===== src/hdl/port_data_pkg.sv =====
package port_data_pkg;

	// Register addresses as printed; the plain port carries full byte addresses
	localparam int                 ADDR_WIDTH             = 28;
	localparam logic [27:0]        FIRST_PORT_DATA_ADDR   = 28'h5ff_ffc0;
	localparam logic [27:0]        SECOND_PORT_DATA_ADDR  = 28'h5ff_ffc2;
	localparam logic [27:0]        FIRST_PORT_DIR_ADDR    = 28'h5ff_ffc4;
	localparam logic [27:0]        SECOND_PORT_DIR_ADDR   = 28'h5ff_ffc6;
	localparam logic [27:0]        THIRD_PORT_DATA_ADDR   = 28'h5ff_ffd0;
	localparam logic [27:0]        FIRST_PORT_FUNC_ADDR   = 28'h5ff_ffe0;
	localparam logic [27:0]        SECOND_PORT_FUNC_ADDR  = 28'h5ff_ffe2;
	localparam logic [27:0]        SECOND_PORT_TIMER_ADDR = 28'h5ff_ffe4;
	localparam logic [27:0]        THIRD_PORT_ANALOG_ADDR = 28'h5ff_ffe6;

	// Widths and reset values
	localparam int                 WIDE_PORT_PINS         = 16;
	localparam int                 THIRD_PORT_PINS        = 8;
	localparam logic [15:0]        DATA_RESET             = 16'h0000;
	localparam logic [15:0]        DIR_RESET              = 16'h0000;
	localparam logic [15:0]        FUNC_RESET             = 16'h0000;
	localparam logic [15:0]        UNMAPPED_READ          = 16'h0000;

endpackage


===== src/hdl/wide_port_slice.sv =====
`timescale 1ns/1ps

// One 16-bit bidirectional port: data and direction storage and pin drive
module wide_port_slice
	import port_data_pkg::*;
#(
	parameter int PINS = WIDE_PORT_PINS
) (
	input  wire logic            ref_clk_i,
	input  wire logic            reset_i,
	input  wire logic            data_write_i,
	input  wire logic            dir_write_i,
	input  wire logic [PINS-1:0] wdata_i,
	input  wire logic [PINS-1:0] special_func_i,
	input  wire logic [PINS-1:0] write_lock_i,
	input  wire logic [PINS-1:0] pin_level_i,
	output logic      [PINS-1:0] read_value_o,
	output logic      [PINS-1:0] dir_o,
	output logic      [PINS-1:0] pin_out_o,
	output logic      [PINS-1:0] pin_oe_o
);

	logic [PINS-1:0] data;

	// Data store; locked timer-pattern bits keep their value
	always_ff @(posedge ref_clk_i) begin
		if (reset_i) begin
			data <= PINS'(DATA_RESET);
		end else if (data_write_i) begin
			data <= (wdata_i & ~write_lock_i) | (data & write_lock_i);
		end
	end

	// Direction bits, 1 selects output
	always_ff @(posedge ref_clk_i) begin
		if (reset_i) begin
			dir_o <= PINS'(DIR_RESET);
		end else if (dir_write_i) begin
			dir_o <= wdata_i;
		end
	end

	// Drive only general-purpose output pins; others untouched
	always_ff @(posedge ref_clk_i) begin
		if (reset_i) begin
			pin_out_o <= '0;
			pin_oe_o  <= '0;
		end else begin
			pin_out_o <= data;
			pin_oe_o  <= dir_o & ~special_func_i;
		end
	end

	// Output pins read the register, inputs read the pin
	assign read_value_o = (data & dir_o) | (pin_level_i & ~dir_o);

endmodule


===== src/hdl/port_data_registers.sv =====
`timescale 1ns/1ps

// How it works
// - First port data, 16 bits, resets clear
// - Second port data, 16 bits, resets clear
// - Output general pins drive data, read register
// - First port inputs read pin, writes stored
// - Second port special pins undriven, timer rejects
// - Third port read-only, eight pin bits
// - Third port ignores writes, analog reads one
// - Direction bits: 1 output, reset zero
module port_data_registers
	import port_data_pkg::*;
#(
	parameter int PINS   = WIDE_PORT_PINS,
	parameter int C_PINS = THIRD_PORT_PINS
) (
	input  wire logic                  ref_clk_i,
	input  wire logic                  reset_i,
	input  wire logic [ADDR_WIDTH-1:0] addr_i,
	input  wire logic [15:0]           wdata_i,
	input  wire logic                  write_i,
	input  wire logic                  read_i,
	output logic      [15:0]           rdata_o,
	input  wire logic [PINS-1:0]       first_pin_i,
	output logic      [PINS-1:0]       first_pin_o,
	output logic      [PINS-1:0]       first_pin_oe_o,
	input  wire logic [PINS-1:0]       second_pin_i,
	output logic      [PINS-1:0]       second_pin_o,
	output logic      [PINS-1:0]       second_pin_oe_o,
	input  wire logic [C_PINS-1:0]     third_pin_i
);

	logic [PINS-1:0]   first_func;
	logic [PINS-1:0]   second_func;
	logic [PINS-1:0]   second_timer;
	logic [C_PINS-1:0] third_analog;
	logic [PINS-1:0]   first_read;
	logic [PINS-1:0]   second_read;
	logic [PINS-1:0]   first_dir;
	logic [PINS-1:0]   second_dir;
	logic [15:0]       next_rdata;

	// Address match used by every decoder
	function automatic logic hit(input logic [ADDR_WIDTH-1:0] a, input logic [27:0] r);
		return a == r;
	endfunction

	// Function select stores: special function, timer pattern, analog
	always_ff @(posedge ref_clk_i) begin
		if (reset_i) begin
			first_func   <= PINS'(FUNC_RESET);
			second_func  <= PINS'(FUNC_RESET);
			second_timer <= PINS'(FUNC_RESET);
			third_analog <= C_PINS'(FUNC_RESET);
		end else if (write_i) begin
			if (hit(addr_i, FIRST_PORT_FUNC_ADDR)) begin
				first_func <= wdata_i[PINS-1:0];
			end
			if (hit(addr_i, SECOND_PORT_FUNC_ADDR)) begin
				second_func <= wdata_i[PINS-1:0];
			end
			if (hit(addr_i, SECOND_PORT_TIMER_ADDR)) begin
				second_timer <= wdata_i[PINS-1:0];
			end
			if (hit(addr_i, THIRD_PORT_ANALOG_ADDR)) begin
				third_analog <= wdata_i[C_PINS-1:0];
			end
		end
	end

	// First port: writes always stored
	wide_port_slice #(.PINS(PINS)) first_port (
		.ref_clk_i      (ref_clk_i),
		.reset_i        (reset_i),
		.data_write_i   (write_i && hit(addr_i, FIRST_PORT_DATA_ADDR)),
		.dir_write_i    (write_i && hit(addr_i, FIRST_PORT_DIR_ADDR)),
		.wdata_i        (wdata_i[PINS-1:0]),
		.special_func_i (first_func),
		.write_lock_i   ('0),
		.pin_level_i    (first_pin_i),
		.read_value_o   (first_read),
		.dir_o          (first_dir),
		.pin_out_o      (first_pin_o),
		.pin_oe_o       (first_pin_oe_o)
	);

	// Second port: timer-pattern pins lock their data bits
	wide_port_slice #(.PINS(PINS)) second_port (
		.ref_clk_i      (ref_clk_i),
		.reset_i        (reset_i),
		.data_write_i   (write_i && hit(addr_i, SECOND_PORT_DATA_ADDR)),
		.dir_write_i    (write_i && hit(addr_i, SECOND_PORT_DIR_ADDR)),
		.wdata_i        (wdata_i[PINS-1:0]),
		.special_func_i (second_func | second_timer),
		.write_lock_i   (second_timer),
		.pin_level_i    (second_pin_i),
		.read_value_o   (second_read),
		.dir_o          (second_dir),
		.pin_out_o      (second_pin_o),
		.pin_oe_o       (second_pin_oe_o)
	);

	// Read multiplexer; third port data has no write path at all
	always_comb begin
		next_rdata = UNMAPPED_READ;
		if (hit(addr_i, FIRST_PORT_DATA_ADDR)) begin
			next_rdata = 16'(first_read);
		end else if (hit(addr_i, SECOND_PORT_DATA_ADDR)) begin
			next_rdata = 16'(second_read);
		end else if (hit(addr_i, FIRST_PORT_DIR_ADDR)) begin
			next_rdata = 16'(first_dir);
		end else if (hit(addr_i, SECOND_PORT_DIR_ADDR)) begin
			next_rdata = 16'(second_dir);
		end else if (hit(addr_i, THIRD_PORT_DATA_ADDR)) begin
			next_rdata = 16'(third_pin_i | third_analog);
		end else if (hit(addr_i, FIRST_PORT_FUNC_ADDR)) begin
			next_rdata = 16'(first_func);
		end else if (hit(addr_i, SECOND_PORT_FUNC_ADDR)) begin
			next_rdata = 16'(second_func);
		end else if (hit(addr_i, SECOND_PORT_TIMER_ADDR)) begin
			next_rdata = 16'(second_timer);
		end else if (hit(addr_i, THIRD_PORT_ANALOG_ADDR)) begin
			next_rdata = 16'(third_analog);
		end
	end

	// Read data stands one cycle after the strobe, zero otherwise
	always_ff @(posedge ref_clk_i) begin
		if (reset_i) begin
			rdata_o <= 16'h0000;
		end else if (read_i) begin
			rdata_o <= next_rdata;
		end else begin
			rdata_o <= 16'h0000;
		end
	end

endmodule


===== config.mk =====
export PLATFORM = sky130hd
export DESIGN_NAME = port_data_registers
export DESIGN_NICKNAME = d
export VERILOG_FILES = /design/src/hdl/port_data_pkg.sv /design/src/hdl/wide_port_slice.sv /design/src/hdl/port_data_registers.sv
export SDC_FILE = /design/constraint.sdc
export NUM_CORES = 1
export LEC_CHECK = 0
export BUFFER_PORTS_ARGS = -buffer_cell sky130_fd_sc_hd__buf_2
export CAP_MARGIN = 20
export CORE_MARGIN = 2
export CORE_UTILIZATION = 44
export DETAILED_ROUTE_END_ITERATION = 10
export GPL_TIMING_DRIVEN = 0
export PLACE_DENSITY = 0.66
export SLEW_MARGIN = 20
export SYNTH_ARGS = -nofsm -noshare
export SYNTH_HDL_FRONTEND = slang
export SYNTH_SLANG_ARGS = --single-unit

===== constraint.sdc =====
create_clock -name ref_clk_i -period 2 [get_ports ref_clk_i]
set_clock_uncertainty 0.05 [all_clocks]
set_input_delay 0 -clock ref_clk_i [delete_from_list [all_inputs] [get_ports ref_clk_i]]
set_output_delay 0 -clock ref_clk_i [all_outputs]
set_load 0.02 [all_outputs]

* Word level (Yosys, flattened, before mapping)
Index checks and enable logic that the tools add are counted.
** Word-level totals
- Output and inout bits :: 80
- Input bits :: 88
- Logic and storage cells :: 59
- Bits in registers :: 200
** Operators by class
- Eq/ne operators :: 9
- Muxes and demuxes :: 9
- Reduce and logical (&&, ||, !) cells :: 9
- Bitwise operators :: 19
** Operators by type and width (number)
- 28-bit by 27-bit equality test with 1-bit output (second input constant) :: 9
- 16-bit bitwise AND :: 8
- 16-bit two-way mux :: 8
- 16-bit NOT :: 5
- 16-bit OR :: 4
- 8-bit two-way mux :: 1
- 8-bit OR :: 1
- 2-bit AND reduction :: 4
- 1-bit logical AND :: 4
- 2-bit OR reduction :: 1
- 1-bit NOT :: 1

* Longest topological paths before layout
Gate-level depths: netlist of the first run.
- Depth in word-level cells :: 10
- Mapped depth :: 9
- Mapped depth without buffers :: 6

* Hierarchy
A second synthesis of the first run with hierarchy kept.
** Unflattened totals
- Cell total of the unflattened synthesis :: 843
- Area, all modules :: 9056.2 um^2
** By module, submodules not included
- wide_port_slice :: instances 2, cells each 202, area each 2523.7 um^2, sequential area each 1281.2 um^2
- port_data_registers :: instances 1, cells each 439, area each 4008.8 um^2, sequential area each 1441.4 um^2

* Least setup slack after synthesis of the first run
Ideal clock, no wire load.
- Kind :: input to register
- From :: input addr_i[27]
- To :: register first_func[6]
- Data arrival time :: 1.486 ns
- Buffers on the path :: 2
- Setup slack :: 0.336 ns
- Required time :: 1.822 ns
- Library setup time :: 0.128 ns
- Stages :: 8
- Cell sequence :: nand4bb_4 -> nor3_4 -> and3_1 -> and3_1 -> buf_4 -> buf_8 -> mux2i_1 -> nor2_1
** On the way
- Longest elaborated chain between the ends :: 2
** RTL lines
- start, declared :: RTL line port_data_registers.sv:20 : input wire logic [ADDR_WIDTH-1:0] addr_i,
- 28-bit by 27-bit equality test with 1-bit output :: RTL line port_data_registers.sv:46 : return a == r;
- 2-bit AND reduction (no line)
- end signal, assigned :: RTL line port_data_registers.sv:52 : first_func <= PINS'(FUNC_RESET);
- end signal, assigned :: RTL line port_data_registers.sv:58 : first_func <= wdata_i[PINS-1:0];
- end, declared :: RTL line port_data_registers.sv:34 : logic [PINS-1:0] first_func;
Every way passes these cells.
A chain may end at the register's enable or synchronous reset.

==> reports/results.ini, run 1 <==
[run_status]
status=finished, violations left
violations=DRC

[worst_setup_path]
crit_family=compound AO/OA/AOI/OAI gates
cp_data_arrival_time_ps=2170
required_ps=2230
crit_top_cell=a21oi_1
endpoint_kind=flip-flop
worst_path_largest_cell_delay_ps=810
worstPathCellList=o21ai_0 -> nor2_1 -> a21oi_1 -> a21oi_1 -> a2111oi_0 -> a211oi_1
crit_type=reg2reg
crit_slowest_cell=a2111oi_0
critical_path_buf_inv_count=0
cp_max_fo=3
crit_path_start_kind=flip-flop

[global_routing]
antenna_found_initial=0
grt_pass1_wl_um=39300
grt-ovfl-total=0
grt_pass1_vias=6755
track_usage_pct=26.1
grt_start_max_net_pins=18

[drt]
drt_wl_total_um=25800
post_drt_wl_per_cell_um=19.0
vias=7325
drt_first_pass_iters=9
detail-route-antenna-nets=0
first_iter_violations=669
viasPerCell=5.40
drcViolationCount=9

[floorplanning]
dieArea_mm2=0.0196
die_w_um=140
io_pins=168
die_h_um=140
start_util_pct=45.1
fp-row-count=49
core_area_mm2=0.0181

[power_and_ir_drop]
combPwrFrac_pct=5.5
vdd_drop_max_mv=0.559
power.share.clock_pct=43.8
p_leak_nw=3.86
p_int_mw=5.98
switching_share_pct=23.8
p_switching_mw=1.86
seqPwrFrac_pct=50.7
power.density_mw_per_mm2=778

[logic_synthesis]
netlist_area_mm2=0.00815
ys_seq_area_share_pct=49.1
synthArstFlopShare_pct=0
synthCells=909
synth.net_count=997
syn_area_per_cell_um2=8.96
synth_warnings=0
synth-seq-cells=200
synth_cell_types=51
synth-edff-count=0
ys_dominant_reg_cell=dfxtp_1

[clock_network]
cts_made_buffers=17
clk_path_buf_depth=2
clock-sinks=200
cts_root_buf=clkbuf_16
htree_levels=4
cts_tree=built
clk_pin_slew_worst_paths_ps=70
worst_skew_pair.late_latency_ps=440

[placed_design]
placed_cell_area_mm2=0.00923
hpwl_um=19600
gp_congestion=0.926
port_buffers=159

[timing]
slew-limit-headroom_pct=32.8
fin_setup_tns_ps=0
min_period_over_period_pct=97.2
period_minus_slack_ps=1940
slew_violations=0
setup_violations=0
maxClockFrequency_ghz=0.514
rsz0062_at_grt=no
worst_slew_pin_slew_ps=999
hold_viol_final=0

[finish]
antenna_cells=0
drive_gt1_share_pct=20.2
fillerInstances=1647
multi_input_area_mm2=0.00381
layout.nets=1202
final_area_mm2=0.0101
regArea_mm2=0.00400
final_cell_mix=dfxtp_1 (200), buf_2 (168), nand2_1 (143), nor2_1 (104), mux2i_1 (86)
final_common_cell=dfxtp_1
synthToLayoutAreaGrowth_pct=23.7

[min_path]
hold_path.class=in2reg

[run]
max_cap_viol_count=0

[final timing paths]
path                        from                 endpoint  slack, ps  cells past startpoint
setup reg to reg       flip-flop              rdata_o[13]         60                      6
hold reg to reg   second_func[2]  second_port.pin_oe_o[2]        410                      1
setup / recovery       flip-flop              rdata_o[13]         60                      6
hold / removal    first_pin_i[3]               rdata_o[3]         50                      5
[registers in the layout, indices dropped and copies added, names as in the netlist, named ones only]
name and count:
third_analog 8, first_port.data 16, first_func 16, first_port.pin_out_o 16, first_port.dir_o 16, second_port.pin_out_o 16, first_port.pin_oe_o 16, rdata_o 16
second_func 16, second_port.pin_oe_o 16, second_timer 16, second_port.dir_o 16
[synthesized netlist by cell type (all sizes together) (2+ instances only)]
master | instances | area [um^2]
o32a | 5 | 50.1
o2bb2ai | 6 | 52.6
buf | 24 | 165
nor3b | 16 | 120
nor2b | 35 | 219
nand4 | 8 | 62.6
o22ai | 3 | 18.8
a21oi | 78 | 390
a22oi | 13 | 97.6
inv | 10 | 37.5
clkbuf | 38 | 143
a211oi | 13 | 97.6
nor2 | 107 | 419
nor4 | 16 | 121
and3 | 6 | 37.5
nand2 | 143 | 537
nor4b | 11 | 111
nand2b | 4 | 25.0
mux2i | 86 | 861
o21ai | 39 | 195
and2 | 2 | 12.5
mux2 | 2 | 22.5
dfxtp | 200 | 4000
or4 | 2 | 15.0
a221oi | 8 | 70.1
nor3 | 8 | 67.6
a31oi | 8 | 50.1
nand3 | 8 | 40.0
[layer usage]
metal / vias up / share of wire [%] / track usage [%]
met5: - / 0 / 0
met2: 331 / 43 / 39.6
met4: 0 / 1.8 / 7.87
met3: 33 / 8.6 / 4.96
li1: 3578 / - / -
met1: 3383 / 46 / 37.8
[through the flow]
| stage | utilization (%) | hold slack, ps | total power [mW] | setup slack (ps) | cells |
|---|---|---|---|---|---|
| CTS | 55.7 | 20.6 | 7.86 | 5.45 | 1354 |
| global placement | 51.0 | 280 | 4.45 | -434 | 1297 |
| detailed placement | 51.0 | 291 | 4.45 | -501 | 1297 |
| floorplan | - | 90.5 | 4.24 | 336 | 909 |
| global route | 55.8 | 55.1 | 8.05 | 17.5 | 1356 |
| finish | 55.8 | 49.3 | 7.84 | 55.3 | 1356 |
[tightest hold or removal path: stages]
cell and delay (ps):
buf_2 70, mux2i_1 50, a22oi_1 170, o21ai_0 90
nor2_1 100
[power groups by stage]
stage / Sequential, mW / Clock [mW] / Combinational (mW)
floorplan: 4.07 / 0 / 0.167
global placement: 4.07 / 0 / 0.379
detailed placement: 4.07 / 0 / 0.378
CTS: 3.98 / 3.46 / 0.420
global route: 3.98 / 3.62 / 0.456
finish: 3.98 / 3.43 / 0.429
[kinds of logic (layout without fill, tap and decap cells)]
| group | after synthesis | after routing | synth area share (%) |
|---|---|---|---|
| DFF | 200 | 200 | 49.1 |
| buffers and inverters | 72 | 290 | 4.24 |
| muxes | 88 | 88 | 10.8 |
| and+or+nand+nor | 372 | 372 | 22.8 |
| AOI/OAI and AO/OA | 177 | 177 | 13.0 |
[cell type report]
cell class,instances,share of cell area [%]
Inverter,10,0.372
Timing Repair Buffer,186,10.5
Clock inverter,14,1.48
Buffer,62,3.05
Tap cell,229,2.84
Clock buffer,18,4.26
Multi-Input combinational cell,637,37.8
Sequential cell,200,39.7
[what timing repair did]
item / in CTS / in global routing
hold endpoints to repair: 109 / 0
endpoints found under the setup margin: 12 / 34
resized for setup: 1 / 0
hold buffers: 25 / 0
pin swaps: 0 / 2
buffers inserted: 0 / 2
Power figures use the tool's default switching activity.
==> run 2: changes to the inputs <==
--- a/config.mk
+++ b/config.mk
@@ -12,6 +12,7 @@
 export DETAILED_ROUTE_END_ITERATION = 10
 export GPL_TIMING_DRIVEN = 0
 export PLACE_DENSITY = 0.66
+export SETUP_SLACK_MARGIN = 0.3
 export SLEW_MARGIN = 20
 export SYNTH_ARGS = -nofsm -noshare
 export SYNTH_HDL_FRONTEND = slang
==> run 2 against run 1 <==
Against the previous run:
- the flow still finishes with violations (DRC)
- via count is 0.96% higher
- clock power hardly changed
- non-clock buffer count is 8 higher
- register-to-register slack better by 330 ps
- core utilization is 1.0 points higher
- critical path depth up 5
- sequential share of layout area down 0.73 points
- final area up 1.9%
- first-iteration DRC count grew 15%
- cell count up 0.59%
- largest power group unchanged
- highest routed layer unchanged
==> reports/results.ini, run 2 (synthesis gave the netlist of run 1 again) <==
[run_status]
status=finished, violations left
violations=DRC

[timing]
setup_violations=0
slew-limit-headroom_pct=51.8
setup_ws_ps=321
min_period_over_period_pct=83.9
fin_setup_tns_ps=0
hold_viol_final=0
period_minus_slack_ps=1680
worst_slew_pin_slew_ps=723
maxClockFrequency_ghz=0.596
rsz0062_at_grt=yes
slew_violations=0

[placed_design]
hpwl_um=19600
gp_congestion=0.926
dp_slack_ps=-501
port_buffers=159

[clock_network]
clock-sinks=200
worst_skew_pair.late_latency_ps=450
cts_root_buf=clkbuf_16
clk_pin_slew_worst_paths_ps=70
htree_levels=4
clk_path_buf_depth=2
cts_tree=built
cts_made_buffers=17

[floorplanning]
start_util_pct=45.1
fp-row-count=49
io_pins=168
core_area_mm2=0.0181
die_w_um=140
dieArea_mm2=0.0196
die_h_um=140

[finish]
fillerInstances=1634
final_cell_mix=dfxtp_1 (200), buf_2 (169), nand2_1 (141), nor2_1 (104), mux2i_1 (86)
drive_gt1_share_pct=22.5
regArea_mm2=0.00400
layout.nets=1210
final_common_cell=dfxtp_1
multi_input_area_mm2=0.00391
antenna_cells=0
synthToLayoutAreaGrowth_pct=26.0

[power_and_ir_drop]
power.share.clock_pct=43.8
combPwrFrac_pct=5.6
p_leak_nw=3.93
p_total_mw=7.86
power.density_mw_per_mm2=765
p_int_mw=5.98
seqPwrFrac_pct=50.6
vdd_drop_max_mv=0.563
p_switching_mw=1.88
switching_share_pct=23.9

[worst_setup_path]
cp_max_fo=10
cp_data_arrival_time_ps=1990
crit_path_start_kind=primary input
required_ps=2320
endpoint_kind=flip-flop
r2r_setup_slack_ps=390
crit_type=in2reg

[run]
max_cap_viol_count=0

[global_routing]
grt_pass1_vias=6788
grt_start_max_net_pins=18
grt-ovfl-total=0
antenna_found_initial=0
track_usage_pct=26.2
grt_pass1_wl_um=39500

[drt]
first_iter_violations=772
drcViolationCount=9
detail-route-antenna-nets=0
post_drt_wl_per_cell_um=19.1
viasPerCell=5.42
drt_wl_total_um=26100
drt_first_pass_iters=10
vias=7395

[min_path]
hold_path.class=in2reg

## run 2: changes by cell type in the layout (fill, tap and decap cells not counted), sizes merged
cell / change
clkbuf: -2
buf: +10
## run 2: final timing paths
path | cells past startpoint | end | from
worst min register to register | 1 | second_port.pin_oe_o[3] | second_func[3]
worst max-delay path | 11 | second_port.dir_o[11] | addr_i[14]
worst max register to register | 6 | rdata_o[15] | flip-flop
worst min-delay path | 5 | rdata_o[3] | first_pin_i[3]
## run 2: what timing repair did
| item | 4_1_cts | 5_1_grt |
|---|---|---|
| buffers inserted | 3 | 7 |
| pin swaps | 3 | 6 |
| hold buffers | 25 | 0 |
| gates resized for setup | 12 | 21 |
| endpoints found under the setup margin | 77 | 86 |
| hold endpoints to repair | 109 | 0 |
## run 2: layout make-up
| class | count | area share, % |
|---|---|---|
| repair buffers | 194 | 11.1 |
| inverters | 10 | 0.365 |
| flip-flops and latches | 200 | 39.0 |
| clock inverters | 14 | 1.45 |
| multi-input cells | 637 | 38.0 |
| clock buffers | 18 | 4.18 |
| well taps | 229 | 2.79 |
| plain buffers | 62 | 3.13 |
## run 2: critical path, cell delays in order
cell and delay, ps:
buf_2 80, nand4_1 200, buf_4 220, nor4_4 310, nor4b_4 280, buf_6 180
and3_1 160, buf_4 170, buf_8 140, nand2_1 70, a21oi_1 180
## run 2: through the flow
stage	cells	instance area [um^2]	util, %	hold WS (ps)
floorplan	909	8150	-	90.5
global placement	1297	9230	51.0	280
detailed placement	1297	9230	51.0	291
CTS	1357	10100	56.0	32.8
global route	1364	10300	56.8	52.9
finish	1364	10300	56.8	44.0
## run 2: routing by layer
metal  part of all wire, %  vias to the layer above  GRT usage, %
met2                    44                      310          39.7
met1                    47                     3469          38.0
met5                     0                        -             0
met4                   1.8                        0          7.87
met3                   7.3                       30          4.96
li1                      -                     3586             -
## run 2: power groups by stage
stage | combinational, mW | clock, mW | sequential [mW]
2_1_floorplan | 0.167 | 0 | 4.07
3_3_place_gp | 0.379 | 0 | 4.07
3_5_place_dp | 0.378 | 0 | 4.07
4_1_cts | 0.424 | 3.46 | 3.98
5_1_grt | 0.467 | 3.62 | 3.98
6_report | 0.442 | 3.44 | 3.98
